### config.mk
export PLATFORM = sky130hd
export DESIGN_NAME = swcsm_top
export DESIGN_NICKNAME = d
export VERILOG_FILES = /design/src/logic/swcsm_pkg.sv /design/src/logic/swcsm_byte_if.sv /design/src/logic/swcsm_uart.sv /design/src/logic/swcsm_top.sv
export VERILOG_INCLUDE_DIRS = /design/src /design/src/logic
export SDC_FILE = /design/constraint.sdc
export NUM_CORES = 1
export LEC_CHECK = 0
export BUFFER_PORTS_ARGS = -buffer_cell sky130_fd_sc_hd__buf_2
export CAP_MARGIN = 20
export CORE_AREA = 2 2 152 95
export CTS_CLUSTER_DIAMETER = 120
export DETAILED_ROUTE_END_ITERATION = 6
export DIE_AREA = 0 0 154 97
export PLACE_DENSITY = 0.73
export SLEW_MARGIN = 20
export SYNTH_ARGS = -nofsm -noshare
export SYNTH_HDL_FRONTEND = slang
export SYNTH_SLANG_ARGS = --single-unit
### constraint.sdc
create_clock -name ref_clk_in -period 4.2 [get_ports ref_clk_in]
set_clock_uncertainty 0.1 [all_clocks]
set_input_delay 0.63 -clock ref_clk_in [delete_from_list [all_inputs] [get_ports ref_clk_in]]
set_output_delay 0.63 -clock ref_clk_in [all_outputs]
set_load 0.01 [all_outputs]
### src/logic/swcsm_consts.svh
// Constants for the single-wire configuration and status message handler.
`ifndef SWCSM_CONSTS_SVH
`define SWCSM_CONSTS_SVH
`define SWCSM_CLK_HZ 32'h0262_5A00
`define SWCSM_BAUD 32'h0000_2580
`define SWCSM_US_HZ 32'h000F_4240
`define SWCSM_TOUT_US 32'h0000_1388
`define SWCSM_BIT_CYC (`SWCSM_CLK_HZ / `SWCSM_BAUD)
`define SWCSM_TOUT_CYC (`SWCSM_CLK_HZ / `SWCSM_US_HZ * `SWCSM_TOUT_US)
`define SWCSM_CMD_WR_CFG0 8'h81
`define SWCSM_CMD_RD_CFG0 8'h82
`define SWCSM_CMD_WR_CFG1 8'h83
`define SWCSM_CMD_RD_CFG1 8'h84
`define SWCSM_CMD_RD_STATUS_REGISTER_ZERO 8'h85
`define SWCSM_CMD_RD_STATUS_REGISTER_ONE 8'h86
`define SWCSM_CMD_WR_CFG2 8'h87
`define SWCSM_CMD_RD_CFG2 8'h88
`define SWCSM_CMD_BIT 7
`define SWCSM_ACK_BIT 6
`define SWCSM_CMD_RSV_HI 6
`define SWCSM_CMD_RSV_LO 5
`define SWCSM_CFG0_RSV 7
`define SWCSM_CFG0_PULLUP 6
`define SWCSM_CFG0_SLEEP 5
`define SWCSM_CFG0_NSIM 4
`define SWCSM_CFG0_UVLO 3
`define SWCSM_CFG0_SCD 2
`define SWCSM_CFG0_OC_HI 1
`define SWCSM_CFG0_OC_LO 0
`define SWCSM_CFG0_RST 8'h00
`define SWCSM_CFG1_RST 8'h40
`define SWCSM_CFG2_RST 8'h00
`define SWCSM_CFG2_MASK 8'h1F
`define SWCSM_BROWNOUT_RESTART_FLAG_BIT 0
`endif

### src/logic/swcsm_pkg.sv
// Types shared by the message handler files.
package swcsm_pkg;
	typedef enum {ST_IDLE, ST_WAIT_DATA, ST_SEND_FIRST, ST_SEND_SECOND} swcsm_state_type;
	typedef enum {SRC_PLAIN, SRC_STATUS_REGISTER_ZERO, SRC_STATUS_REGISTER_ONE, SRC_UNSOL} swcsm_src_type;
endpackage : swcsm_pkg

### src/logic/swcsm_byte_if.sv
// Byte stream between the message core and the serial framer.
`timescale 1ns/1ps
interface swcsm_byte_if;
	logic rx_valid;
	logic [7:0] rx_data;
	logic tx_valid;
	logic tx_ready;
	logic [7:0] tx_data;
	modport framer (output rx_valid, output rx_data, input tx_valid, output tx_ready,
		input tx_data);
	modport core (input rx_valid, input rx_data, output tx_valid, input tx_ready,
		output tx_data);
endinterface : swcsm_byte_if

### src/logic/swcsm_uart.sv
// Half-duplex open-drain byte framer: start bit, eight data bits LSB first, stop bit.
`timescale 1ns/1ps
module swcsm_uart #(
	parameter int BIT_CYCLES = 4166
) (
	input wire logic ref_clk_in,
	input wire logic rstn_in,
	input wire logic line_in,
	output logic line_oe_out,
	swcsm_byte_if.framer bus
);
	localparam int CW = $clog2(BIT_CYCLES + 1);
	logic prev_q;
	logic rx_busy_q;
	logic [CW-1:0] rx_cnt_q;
	logic [3:0] rx_idx_q;
	logic [7:0] rx_sh_q;
	logic rx_valid_q;
	logic tx_busy_q;
	logic [CW-1:0] tx_cnt_q;
	logic [3:0] tx_idx_q;
	logic [9:0] tx_sh_q;
	logic oe_q;

	generate
		if (BIT_CYCLES < 4) begin : g_chk
			$error("BIT_CYCLES too small");
		end
	endgenerate

	// Receiving is held off while transmitting, since the own bits echo on the shared line.
	always_ff @(posedge ref_clk_in or negedge rstn_in) begin
		if (!rstn_in) begin
			prev_q <= 1'b1;
			rx_busy_q <= 1'b0;
			rx_cnt_q <= '0;
			rx_idx_q <= 4'h0;
			rx_sh_q <= 8'h00;
			rx_valid_q <= 1'b0;
		end else begin
			prev_q <= line_in;
			rx_valid_q <= 1'b0;
			if (!rx_busy_q) begin
				if (!tx_busy_q && prev_q && !line_in) begin // [RL26]
					rx_busy_q <= 1'b1;
					rx_cnt_q <= CW'(BIT_CYCLES / 2);
					rx_idx_q <= 4'h0;
				end
			end else if (rx_cnt_q != '0) begin
				rx_cnt_q <= rx_cnt_q - 1'b1;
			end else begin
				rx_cnt_q <= CW'(BIT_CYCLES - 1);
				rx_idx_q <= rx_idx_q + 4'h1;
				if (rx_idx_q == 4'h0 && line_in) begin
					rx_busy_q <= 1'b0;
				end else if (rx_idx_q == 4'h9) begin
					rx_busy_q <= 1'b0;
					rx_valid_q <= line_in; // [RL26]
				end else if (rx_idx_q != 4'h0) begin
					rx_sh_q <= {line_in, rx_sh_q[7:1]};
				end
			end
		end
	end

	always_ff @(posedge ref_clk_in or negedge rstn_in) begin
		if (!rstn_in) begin
			tx_busy_q <= 1'b0;
			tx_cnt_q <= '0;
			tx_idx_q <= 4'h0;
			tx_sh_q <= 10'h3FF;
			oe_q <= 1'b0;
		end else if (!tx_busy_q) begin
			if (bus.tx_valid && !rx_busy_q) begin
				tx_busy_q <= 1'b1;
				tx_sh_q <= {1'b1, bus.tx_data, 1'b0}; // [RL26]
				tx_cnt_q <= CW'(BIT_CYCLES - 1);
				tx_idx_q <= 4'h0;
				oe_q <= 1'b1;
			end
		end else if (tx_cnt_q != '0) begin
			tx_cnt_q <= tx_cnt_q - 1'b1;
		end else begin
			tx_cnt_q <= CW'(BIT_CYCLES - 1);
			tx_idx_q <= tx_idx_q + 4'h1;
			tx_sh_q <= {1'b1, tx_sh_q[9:1]};
			oe_q <= ~tx_sh_q[1];
			if (tx_idx_q == 4'h9) begin
				tx_busy_q <= 1'b0;
				oe_q <= 1'b0;
			end
		end
	end

	assign bus.tx_ready = !tx_busy_q && !rx_busy_q;
	assign bus.rx_valid = rx_valid_q;
	assign bus.rx_data = rx_sh_q;
	assign line_oe_out = oe_q;
endmodule : swcsm_uart

### src/logic/swcsm_top.sv
// Command interpreter and status messenger behind the single-wire message port.
// Function
// RL1: Response echoes command byte, bit 7 cleared, bit 6 one for ACK, zero for NACK.
// RL2: Returned data follows immediately as the second response byte.
// RL3: Unsupported or failing commands get a NACK response.
// RL4: Unsolicited messages never wait for any host reply.
// RL5: Host may write configuration any time and keeps the system safe itself.
// RL6: Status requests return the matching status register as ACK data.
// RL7: Unsolicited status message only when a status bit turns active.
// RL8: Reported fault clears on matching status request or chip enable low then high.
// RL9: A fault still present at clear time stays active.
// RL10: Brown-out restart flag sets on every restart.
// RL11: Setting the restart flag sends exactly one unsolicited message.
// RL12: Restart flag clears only when a status-1 ACK is sent.
// RL13: Configuration-0 write is byte 81 hex followed by one data byte.
// RL14: Configuration-0 bit 6 selects pull-up disconnect; reads zero in sleep.
// RL15: Configuration-0 bit 5 picks standby or sleep; sleep forces disconnect.
// RL16: Configuration-0 bit 4 enables the neutral-point simulator, default off.
// RL17: Configuration-0 bit 3 disables transistor undervoltage lockout, default enabled.
// RL18: Configuration-0 bit 2 disables short-circuit detection, default enabled.
// RL19: Configuration-0 bits 1:0 pick the overcurrent threshold, default 0.250 V.
// RL20: Configuration-0 read returns the register as ACK data.
// RL21: Configuration-1 write loads the current-limit reference; its read returns it.
// RL22: Configuration-2 write loads timing; its read returns the register.
// RL23: Command bytes have bit 7 set, bits 6 and 5 zero, code in 4:0.
// RL24: Missing second byte of a two-byte command yields NACK after 5 ms.
// RL25: Answer commands only with chip enable low; never initiate while low.
// RL26: Bytes travel as start bit, eight data bits, stop bit at 9600 baud.
// RL27: Configuration-0 bit 7 is ignored on write and reads zero.
`timescale 1ns/1ps
`include "swcsm_consts.svh"
module swcsm_top #(
	parameter int BIT_CYCLES = `SWCSM_BIT_CYC,
	parameter int TIMEOUT_CYCLES = `SWCSM_TOUT_CYC
) (
	input wire logic ref_clk_in,
	input wire logic rstn_in,
	input wire logic line_in,
	output logic line_out,
	output logic line_oe_out,
	input wire logic chip_enable_in,
	input wire logic sleep_mode_in,
	input wire logic restart_in,
	input wire logic [7:0] fault0_in,
	input wire logic [6:0] fault1_in,
	output logic [7:0] config_register_zero_out,
	output logic [7:0] current_ref_out,
	output logic [7:0] timing_cfg_out,
	output logic [7:0] status_register_zero_out,
	output logic [7:0] status_register_one_out
);
	localparam int TW = $clog2(TIMEOUT_CYCLES + 1);
	localparam logic [TW-1:0] TOUT_LAST = TW'(TIMEOUT_CYCLES - 1);

	swcsm_byte_if bif ();
	swcsm_pkg::swcsm_state_type state_q;
	swcsm_pkg::swcsm_src_type src_q;
	logic [7:0] cmd_q;
	logic [7:0] resp0_q;
	logic [7:0] resp1_q;
	logic two_q;
	logic [TW-1:0] timer_q;
	logic [7:0] cfg0_q;
	logic [7:0] cfg1_q;
	logic [7:0] cfg2_q;
	logic [7:0] status_register_zero_q;
	logic [7:0] status_register_one_q;
	logic pend0_q;
	logic pend1_q;
	logic ce_q;
	logic take_first;
	logic take_second;
	logic ce_rise;
	logic cmd_ok;
	logic start_unsol0;
	logic start_unsol1;
	logic clr0;
	logic clr1;
	logic brownout_restart_flag_clr;
	logic [7:0] cfg0_rd;
	logic [7:0] ack_byte;
	logic [7:0] nack_byte;

	generate
		if (TIMEOUT_CYCLES < 1 || BIT_CYCLES < 4) begin : g_chk
			$error("Cycle counts too small");
		end
	endgenerate

	swcsm_uart #(.BIT_CYCLES(BIT_CYCLES)) u_uart (
		.ref_clk_in(ref_clk_in),
		.rstn_in(rstn_in),
		.line_in(line_in),
		.line_oe_out(line_oe_out),
		.bus(bif.framer)
	);

	assign line_out = 1'b0;
	assign take_first = (state_q == swcsm_pkg::ST_SEND_FIRST) && bif.tx_ready;
	assign take_second = (state_q == swcsm_pkg::ST_SEND_SECOND) && bif.tx_ready;
	assign bif.tx_valid = (state_q == swcsm_pkg::ST_SEND_FIRST) ||
		(state_q == swcsm_pkg::ST_SEND_SECOND);
	assign bif.tx_data = (state_q == swcsm_pkg::ST_SEND_SECOND) ? resp1_q : resp0_q;
	assign ce_rise = chip_enable_in && !ce_q;
	assign cmd_ok = bif.rx_data[`SWCSM_CMD_BIT] && !bif.rx_data[`SWCSM_CMD_RSV_HI] &&
		!bif.rx_data[`SWCSM_CMD_RSV_LO]; // [RL23]
	assign ack_byte = {1'b0, 1'b1, bif.rx_data[5:0]}; // [RL1]
	assign nack_byte = {1'b0, 1'b0, bif.rx_data[5:0]}; // [RL1]

	// Sleep hides the pull-up choice, since sleep always disconnects the pull-up.
	always_comb begin
		cfg0_rd = cfg0_q;
		if (sleep_mode_in) begin
			cfg0_rd[`SWCSM_CFG0_PULLUP] = 1'b0; // [RL14] [RL15]
		end
	end

	// Unsolicited messages only start with chip enable high and the engine idle.
	assign start_unsol1 = (state_q == swcsm_pkg::ST_IDLE) && chip_enable_in &&
		!bif.rx_valid && pend1_q; // [RL25]
	assign start_unsol0 = (state_q == swcsm_pkg::ST_IDLE) && chip_enable_in &&
		!bif.rx_valid && !pend1_q && pend0_q; // [RL25]
	assign clr0 = (take_first && src_q == swcsm_pkg::SRC_STATUS_REGISTER_ZERO) || ce_rise; // [RL8]
	assign clr1 = (take_first && src_q == swcsm_pkg::SRC_STATUS_REGISTER_ONE) || ce_rise; // [RL8]
	assign brownout_restart_flag_clr = take_first && src_q == swcsm_pkg::SRC_STATUS_REGISTER_ONE; // [RL12]

	always_ff @(posedge ref_clk_in or negedge rstn_in) begin
		if (!rstn_in) begin
			state_q <= swcsm_pkg::ST_IDLE;
			src_q <= swcsm_pkg::SRC_PLAIN;
			cmd_q <= 8'h00;
			resp0_q <= 8'h00;
			resp1_q <= 8'h00;
			two_q <= 1'b0;
			timer_q <= '0;
		end else begin
			case (state_q)
				swcsm_pkg::ST_IDLE: begin
					if (bif.rx_valid && !chip_enable_in && bif.rx_data[`SWCSM_CMD_BIT]) begin // [RL25]
						cmd_q <= bif.rx_data;
						src_q <= swcsm_pkg::SRC_PLAIN;
						resp0_q <= ack_byte;
						two_q <= 1'b1;
						state_q <= swcsm_pkg::ST_SEND_FIRST;
						case (cmd_ok ? bif.rx_data : 8'h00)
							`SWCSM_CMD_WR_CFG0, `SWCSM_CMD_WR_CFG1, `SWCSM_CMD_WR_CFG2: begin
								timer_q <= '0;
								state_q <= swcsm_pkg::ST_WAIT_DATA; // [RL13]
							end
							`SWCSM_CMD_RD_CFG0: begin
								resp1_q <= cfg0_rd; // [RL20]
							end
							`SWCSM_CMD_RD_CFG1: begin
								resp1_q <= cfg1_q; // [RL21]
							end
							`SWCSM_CMD_RD_CFG2: begin
								resp1_q <= cfg2_q; // [RL22]
							end
							`SWCSM_CMD_RD_STATUS_REGISTER_ZERO: begin
								resp1_q <= status_register_zero_q; // [RL6]
								src_q <= swcsm_pkg::SRC_STATUS_REGISTER_ZERO;
							end
							`SWCSM_CMD_RD_STATUS_REGISTER_ONE: begin
								resp1_q <= status_register_one_q; // [RL6]
								src_q <= swcsm_pkg::SRC_STATUS_REGISTER_ONE;
							end
							default: begin
								resp0_q <= nack_byte; // [RL3]
								two_q <= 1'b0;
							end
						endcase
					end else if (start_unsol1) begin
						resp0_q <= `SWCSM_CMD_RD_STATUS_REGISTER_ONE & 8'h7F | 8'h40; // [RL11]
						resp1_q <= status_register_one_q;
						two_q <= 1'b1;
						src_q <= swcsm_pkg::SRC_UNSOL;
						state_q <= swcsm_pkg::ST_SEND_FIRST;
					end else if (start_unsol0) begin
						resp0_q <= `SWCSM_CMD_RD_STATUS_REGISTER_ZERO & 8'h7F | 8'h40; // [RL7]
						resp1_q <= status_register_zero_q;
						two_q <= 1'b1;
						src_q <= swcsm_pkg::SRC_UNSOL;
						state_q <= swcsm_pkg::ST_SEND_FIRST;
					end
				end
				swcsm_pkg::ST_WAIT_DATA: begin
					two_q <= 1'b0;
					if (bif.rx_valid) begin
						resp0_q <= {1'b0, 1'b1, cmd_q[5:0]}; // [RL1]
						state_q <= swcsm_pkg::ST_SEND_FIRST;
					end else if (timer_q == TOUT_LAST) begin
						resp0_q <= {1'b0, 1'b0, cmd_q[5:0]}; // [RL24]
						state_q <= swcsm_pkg::ST_SEND_FIRST;
					end else begin
						timer_q <= timer_q + 1'b1;
					end
				end
				swcsm_pkg::ST_SEND_FIRST: begin
					if (bif.tx_ready) begin
						state_q <= two_q ? swcsm_pkg::ST_SEND_SECOND : swcsm_pkg::ST_IDLE; // [RL2]
					end
				end
				swcsm_pkg::ST_SEND_SECOND: begin
					if (bif.tx_ready) begin
						state_q <= swcsm_pkg::ST_IDLE; // [RL4]
					end
				end
				default: begin
					state_q <= swcsm_pkg::ST_IDLE;
				end
			endcase
		end
	end

	// Writes are accepted whatever the motor state; the host owns that hazard.
	always_ff @(posedge ref_clk_in or negedge rstn_in) begin
		if (!rstn_in) begin
			cfg0_q <= `SWCSM_CFG0_RST; // [RL16] [RL17] [RL18] [RL19]
			cfg1_q <= `SWCSM_CFG1_RST;
			cfg2_q <= `SWCSM_CFG2_RST;
		end else if (state_q == swcsm_pkg::ST_WAIT_DATA && bif.rx_valid) begin // [RL5]
			if (cmd_q == `SWCSM_CMD_WR_CFG0) begin
				cfg0_q <= bif.rx_data & 8'h7F; // [RL27] [RL14] [RL15]
			end
			if (cmd_q == `SWCSM_CMD_WR_CFG1) begin
				cfg1_q <= bif.rx_data; // [RL21]
			end
			if (cmd_q == `SWCSM_CMD_WR_CFG2) begin
				cfg2_q <= bif.rx_data & `SWCSM_CFG2_MASK; // [RL22]
			end
		end
	end

	// A live fault re-sets its bit in the same cycle as the clear, so it cannot be lost.
	always_ff @(posedge ref_clk_in or negedge rstn_in) begin
		if (!rstn_in) begin
			ce_q <= 1'b0;
			status_register_zero_q <= 8'h00;
			status_register_one_q <= 8'h01;
		end else begin
			ce_q <= chip_enable_in;
			status_register_zero_q <= (clr0 ? 8'h00 : status_register_zero_q) | fault0_in; // [RL8] [RL9]
			status_register_one_q[7:1] <= (clr1 ? 7'h00 : status_register_one_q[7:1]) | fault1_in; // [RL8] [RL9]
			status_register_one_q[`SWCSM_BROWNOUT_RESTART_FLAG_BIT] <= (status_register_one_q[`SWCSM_BROWNOUT_RESTART_FLAG_BIT] && !brownout_restart_flag_clr) ||
				restart_in; // [RL10] [RL12]
		end
	end

	// The status-1 pending message starts set for the power-up report, so one is sent after reset.
	always_ff @(posedge ref_clk_in or negedge rstn_in) begin
		if (!rstn_in) begin
			pend0_q <= 1'b0;
			pend1_q <= 1'b1;
		end else begin
			pend0_q <= (pend0_q && !start_unsol0) || |(fault0_in & ~status_register_zero_q); // [RL7]
			pend1_q <= (pend1_q && !start_unsol1) || |(fault1_in & ~status_register_one_q[7:1]) ||
				(restart_in && !status_register_one_q[`SWCSM_BROWNOUT_RESTART_FLAG_BIT]); // [RL7] [RL11]
		end
	end

	assign config_register_zero_out = cfg0_q;
	assign current_ref_out = cfg1_q;
	assign timing_cfg_out = cfg2_q;
	assign status_register_zero_out = status_register_zero_q;
	assign status_register_one_out = status_register_one_q;
endmodule : swcsm_top

==> qor.yml <==
status: "completed"
fillers: 1058
start_util: 0.545
place_ws_ns: 1.12
cts-resized-gates: 0
placed_area_um2: 7710
grt_util_met3: 0.0529
fp.coreArea_um2: 13400
fp.dieW_um: 154
crit_fanout: 8
clkPwrFrac: 0.465
p_leak_nw: 3.75
crit_path_end_kind: "flop"
hp-class: "input pin to asynchronous set/reset pin"
synth_top_area_frac: 0.438
areaGrowthSynthToFinish_pct: 13.0
drc: 0
synth_most_common_cell: "dfrtp_1"
worstRegToRegCells: 7
ant_nets: 0
place_congestion: 0.882
reg2reg_to: "u_uart.bus.rx_data[6]$_DFFE_PN0P_"
slowest_delay_ns: 0.69
portBuffers: 57
rrSetupSlack_ns: 1.09
p_int_w: 0.00225
std_cell_rows: 33
worstMarginPinSlew_ns: 0.920
synthTopCellsByCount: "dfrtp_1 (128), nand2_1 (92), nor2_1 (52), o21ai_0 (44), mux2_2 (39)"
met1_usage: 0.396
cts.path.max_buffers: 2
critPathKind: "flop to flop"
fin_setup_tns_ns: 0
clock_latency_ns: 0.42
numCtsBuffers: 17
ys_types: 68
max_freq_ghz: 0.322
crit_path_start_kind: "flop"
drt-pass1-iter-count: 5
yosysTopAreaCell: "dfrtp_1"
htree_levels: 4
holdWs_ns: 0.208
postSynthAreaPerCell_um2: 9.55
grt_pass1_wl_mm: 30.6
met2_usage: 0.372
nets: 839
synthFlopType: "dfrtp_1"
arrival_ns: 3.32
reg_top3: "timer_q: 18 flops, u_uart.rx_cnt_q: 13 flops, u_uart.tx_cnt_q: 13 flops"
rsz0062_at_grt: "false"
wl_per_cell_um: 18.4
setup_viol: 0
fin_area_um2: 8270
routed_wl_mm: 18.3
timing.final.ws_setup_ns: 1.09
clock-root-buffer: "clkbuf_16"
slowest_stage: "or4b_1"
path_clk_slew_ns: 0.07
cap_violations: 0
p_comb_frac: 0.064
synth_edf_count: 0
finalMaxSlewViolations: 0
r2r_start: "u_uart.rx_cnt_q[0]$_DFFE_PN0P_"
min_period_ns: 3.11
ctsHoldBuffers: 0
crit_chain: "inv_1 > ha_1 > or3b_1 > or3_1 > or4b_1 > nor2_8 > mux2_2"
die-area_um2: 14900
worst-path-buf-inv: 1
cts_setup_buffers: 0
period_share: 0.741
p_sw_frac: 0.268
async_flop_share: 1.00
clock_sinks: 140
antenna_found_initial: 0
power_switching_w: 0.000823
grt_usage: 0.257
largest_reg_flops: 18
vdd_drop_max_mv: 0.210
gr-max-usage-layer: "met1"
p_seq_frac: 0.471
cts_tree: "yes"
cp_top_family: "simple AND/OR/NAND/NOR gates"
slew_headroom: 0.385
yosys-top-cells-area: "dfrtp_1 (44%), mux2_2 (6.0%), nand2_1 (4.7%)"
vias: 6112
die_h_um: 97
num_antenna_cells: 0
drive_gt1_frac: 0.196
hpwlAfterDp_mm: 12.7
top_register: "timer_q"
overflow: 0
synthCells: 766
synth-seq-cells: 140
power_density_nw_per_um2: 371
drt_iter0_drc: 671
grt_max_degree: 100
yosysWarningCount: 0
crit_required_ns: 4.41
ios: 63
power_w: 0.00307
netlist_area_um2: 7320
post_drt_via_cell_ratio: 6.12
yosysSeqAreaShare: 0.481
final_hold_viol_count: 0
grt_pass1_vias: 5751
worst max path at each step:
stage                                    from                           endpoint  slack, ns  cells past startpoint
2_1_floorplan  u_uart.rx_cnt_q[0]$_DFFE_PN0P_  u_uart.bus.rx_data[7]$_DFFE_PN0P_       1.30                     10
3_3_place_gp   u_uart.rx_cnt_q[0]$_DFFE_PN0P_  u_uart.bus.rx_data[7]$_DFFE_PN0P_       1.20                      7
3_5_place_dp   u_uart.rx_cnt_q[0]$_DFFE_PN0P_  u_uart.bus.rx_data[6]$_DFFE_PN0P_       1.12                      7
4_1_cts        u_uart.rx_cnt_q[0]$_DFFE_PN0P_  u_uart.bus.rx_data[6]$_DFFE_PN0P_       1.12                      7
5_1_grt        u_uart.rx_cnt_q[0]$_DFFE_PN0P_  u_uart.bus.rx_data[6]$_DFFE_PN0P_       0.95                      7
6_report       u_uart.rx_cnt_q[0]$_DFFE_PN0P_  u_uart.bus.rx_data[6]$_DFFE_PN0P_       1.09                      7
area by class of cell:
class	count	area, um2	share of cell area
multi-input combinational	551	3500	0.423
clock inverter	15	133	0.0160
tap	175	219	0.0265
inverter	36	135	0.0163
sequential	140	3520	0.425
timing repair buffer	64	344	0.0416
clock buffer	17	425	0.0514
logic make-up after synthesis:
kind of cell	after synthesis	share of synthesized area
and+or+nand+nor	283	0.198
AOI/OAI and AO/OA	187	0.165
DFF	140	0.481
buffers and inverters	79	0.0445
muxes	55	0.0819
xor gates and xnor gates	13	0.0156
adders and majority gates	8	0.0137
other	1	0.000512
placed cells by master, fill, tap and decap left out, types with 6 or more instances in the layout:
cell / count
o211ai_1: 12
nand3_1: 30
nand2b_1: 12
clkbuf_16: 17
dfstp_2: 12
o31ai_1: 11
nor2_1: 52
and3_1: 6
buf_4: 7
or4_1: 6
inv_6: 8
nor3_1: 17
o22ai_1: 14
a2bb2oi_1: 6
nor4_1: 10
dfrtp_1: 128
xor2_1: 6
mux2i_1: 16
o21ai_0: 44
mux2_2: 39
a21oi_1: 37
a31oi_1: 14
xnor2_1: 7
nand2_1: 92
and2_1: 6
a21o_1: 21
inv_1: 35
ha_1: 8
buf_2: 56
per-stage QoR:
stage / utilization / instances
after CTS: 0.616 / 998
final: 0.616 / 998
after global routing: 0.616 / 998
after floorplan: - / 770
after detailed placement: 0.574 / 966
after global placement: 0.574 / 966
power groups by stage:
stage                     logic (W)  registers, W  clock network, W
after global placement     0.000188       0.00147                 0
after floorplan            0.000121       0.00146                 0
after CTS                  0.000197       0.00145           0.00144
final                      0.000196       0.00145           0.00143
after global routing       0.000225       0.00145           0.00151
after detailed placement   0.000196       0.00147                 0
metal layers:
metal | up-vias | wire [um]
met2 | 246 | 8020
met1 | 3003 | 8890
met4 | 0 | 172
met3 | 23 | 1260
met5 | - | 0
li1 | 2840 | -
(Power assumes the default switching activity.)
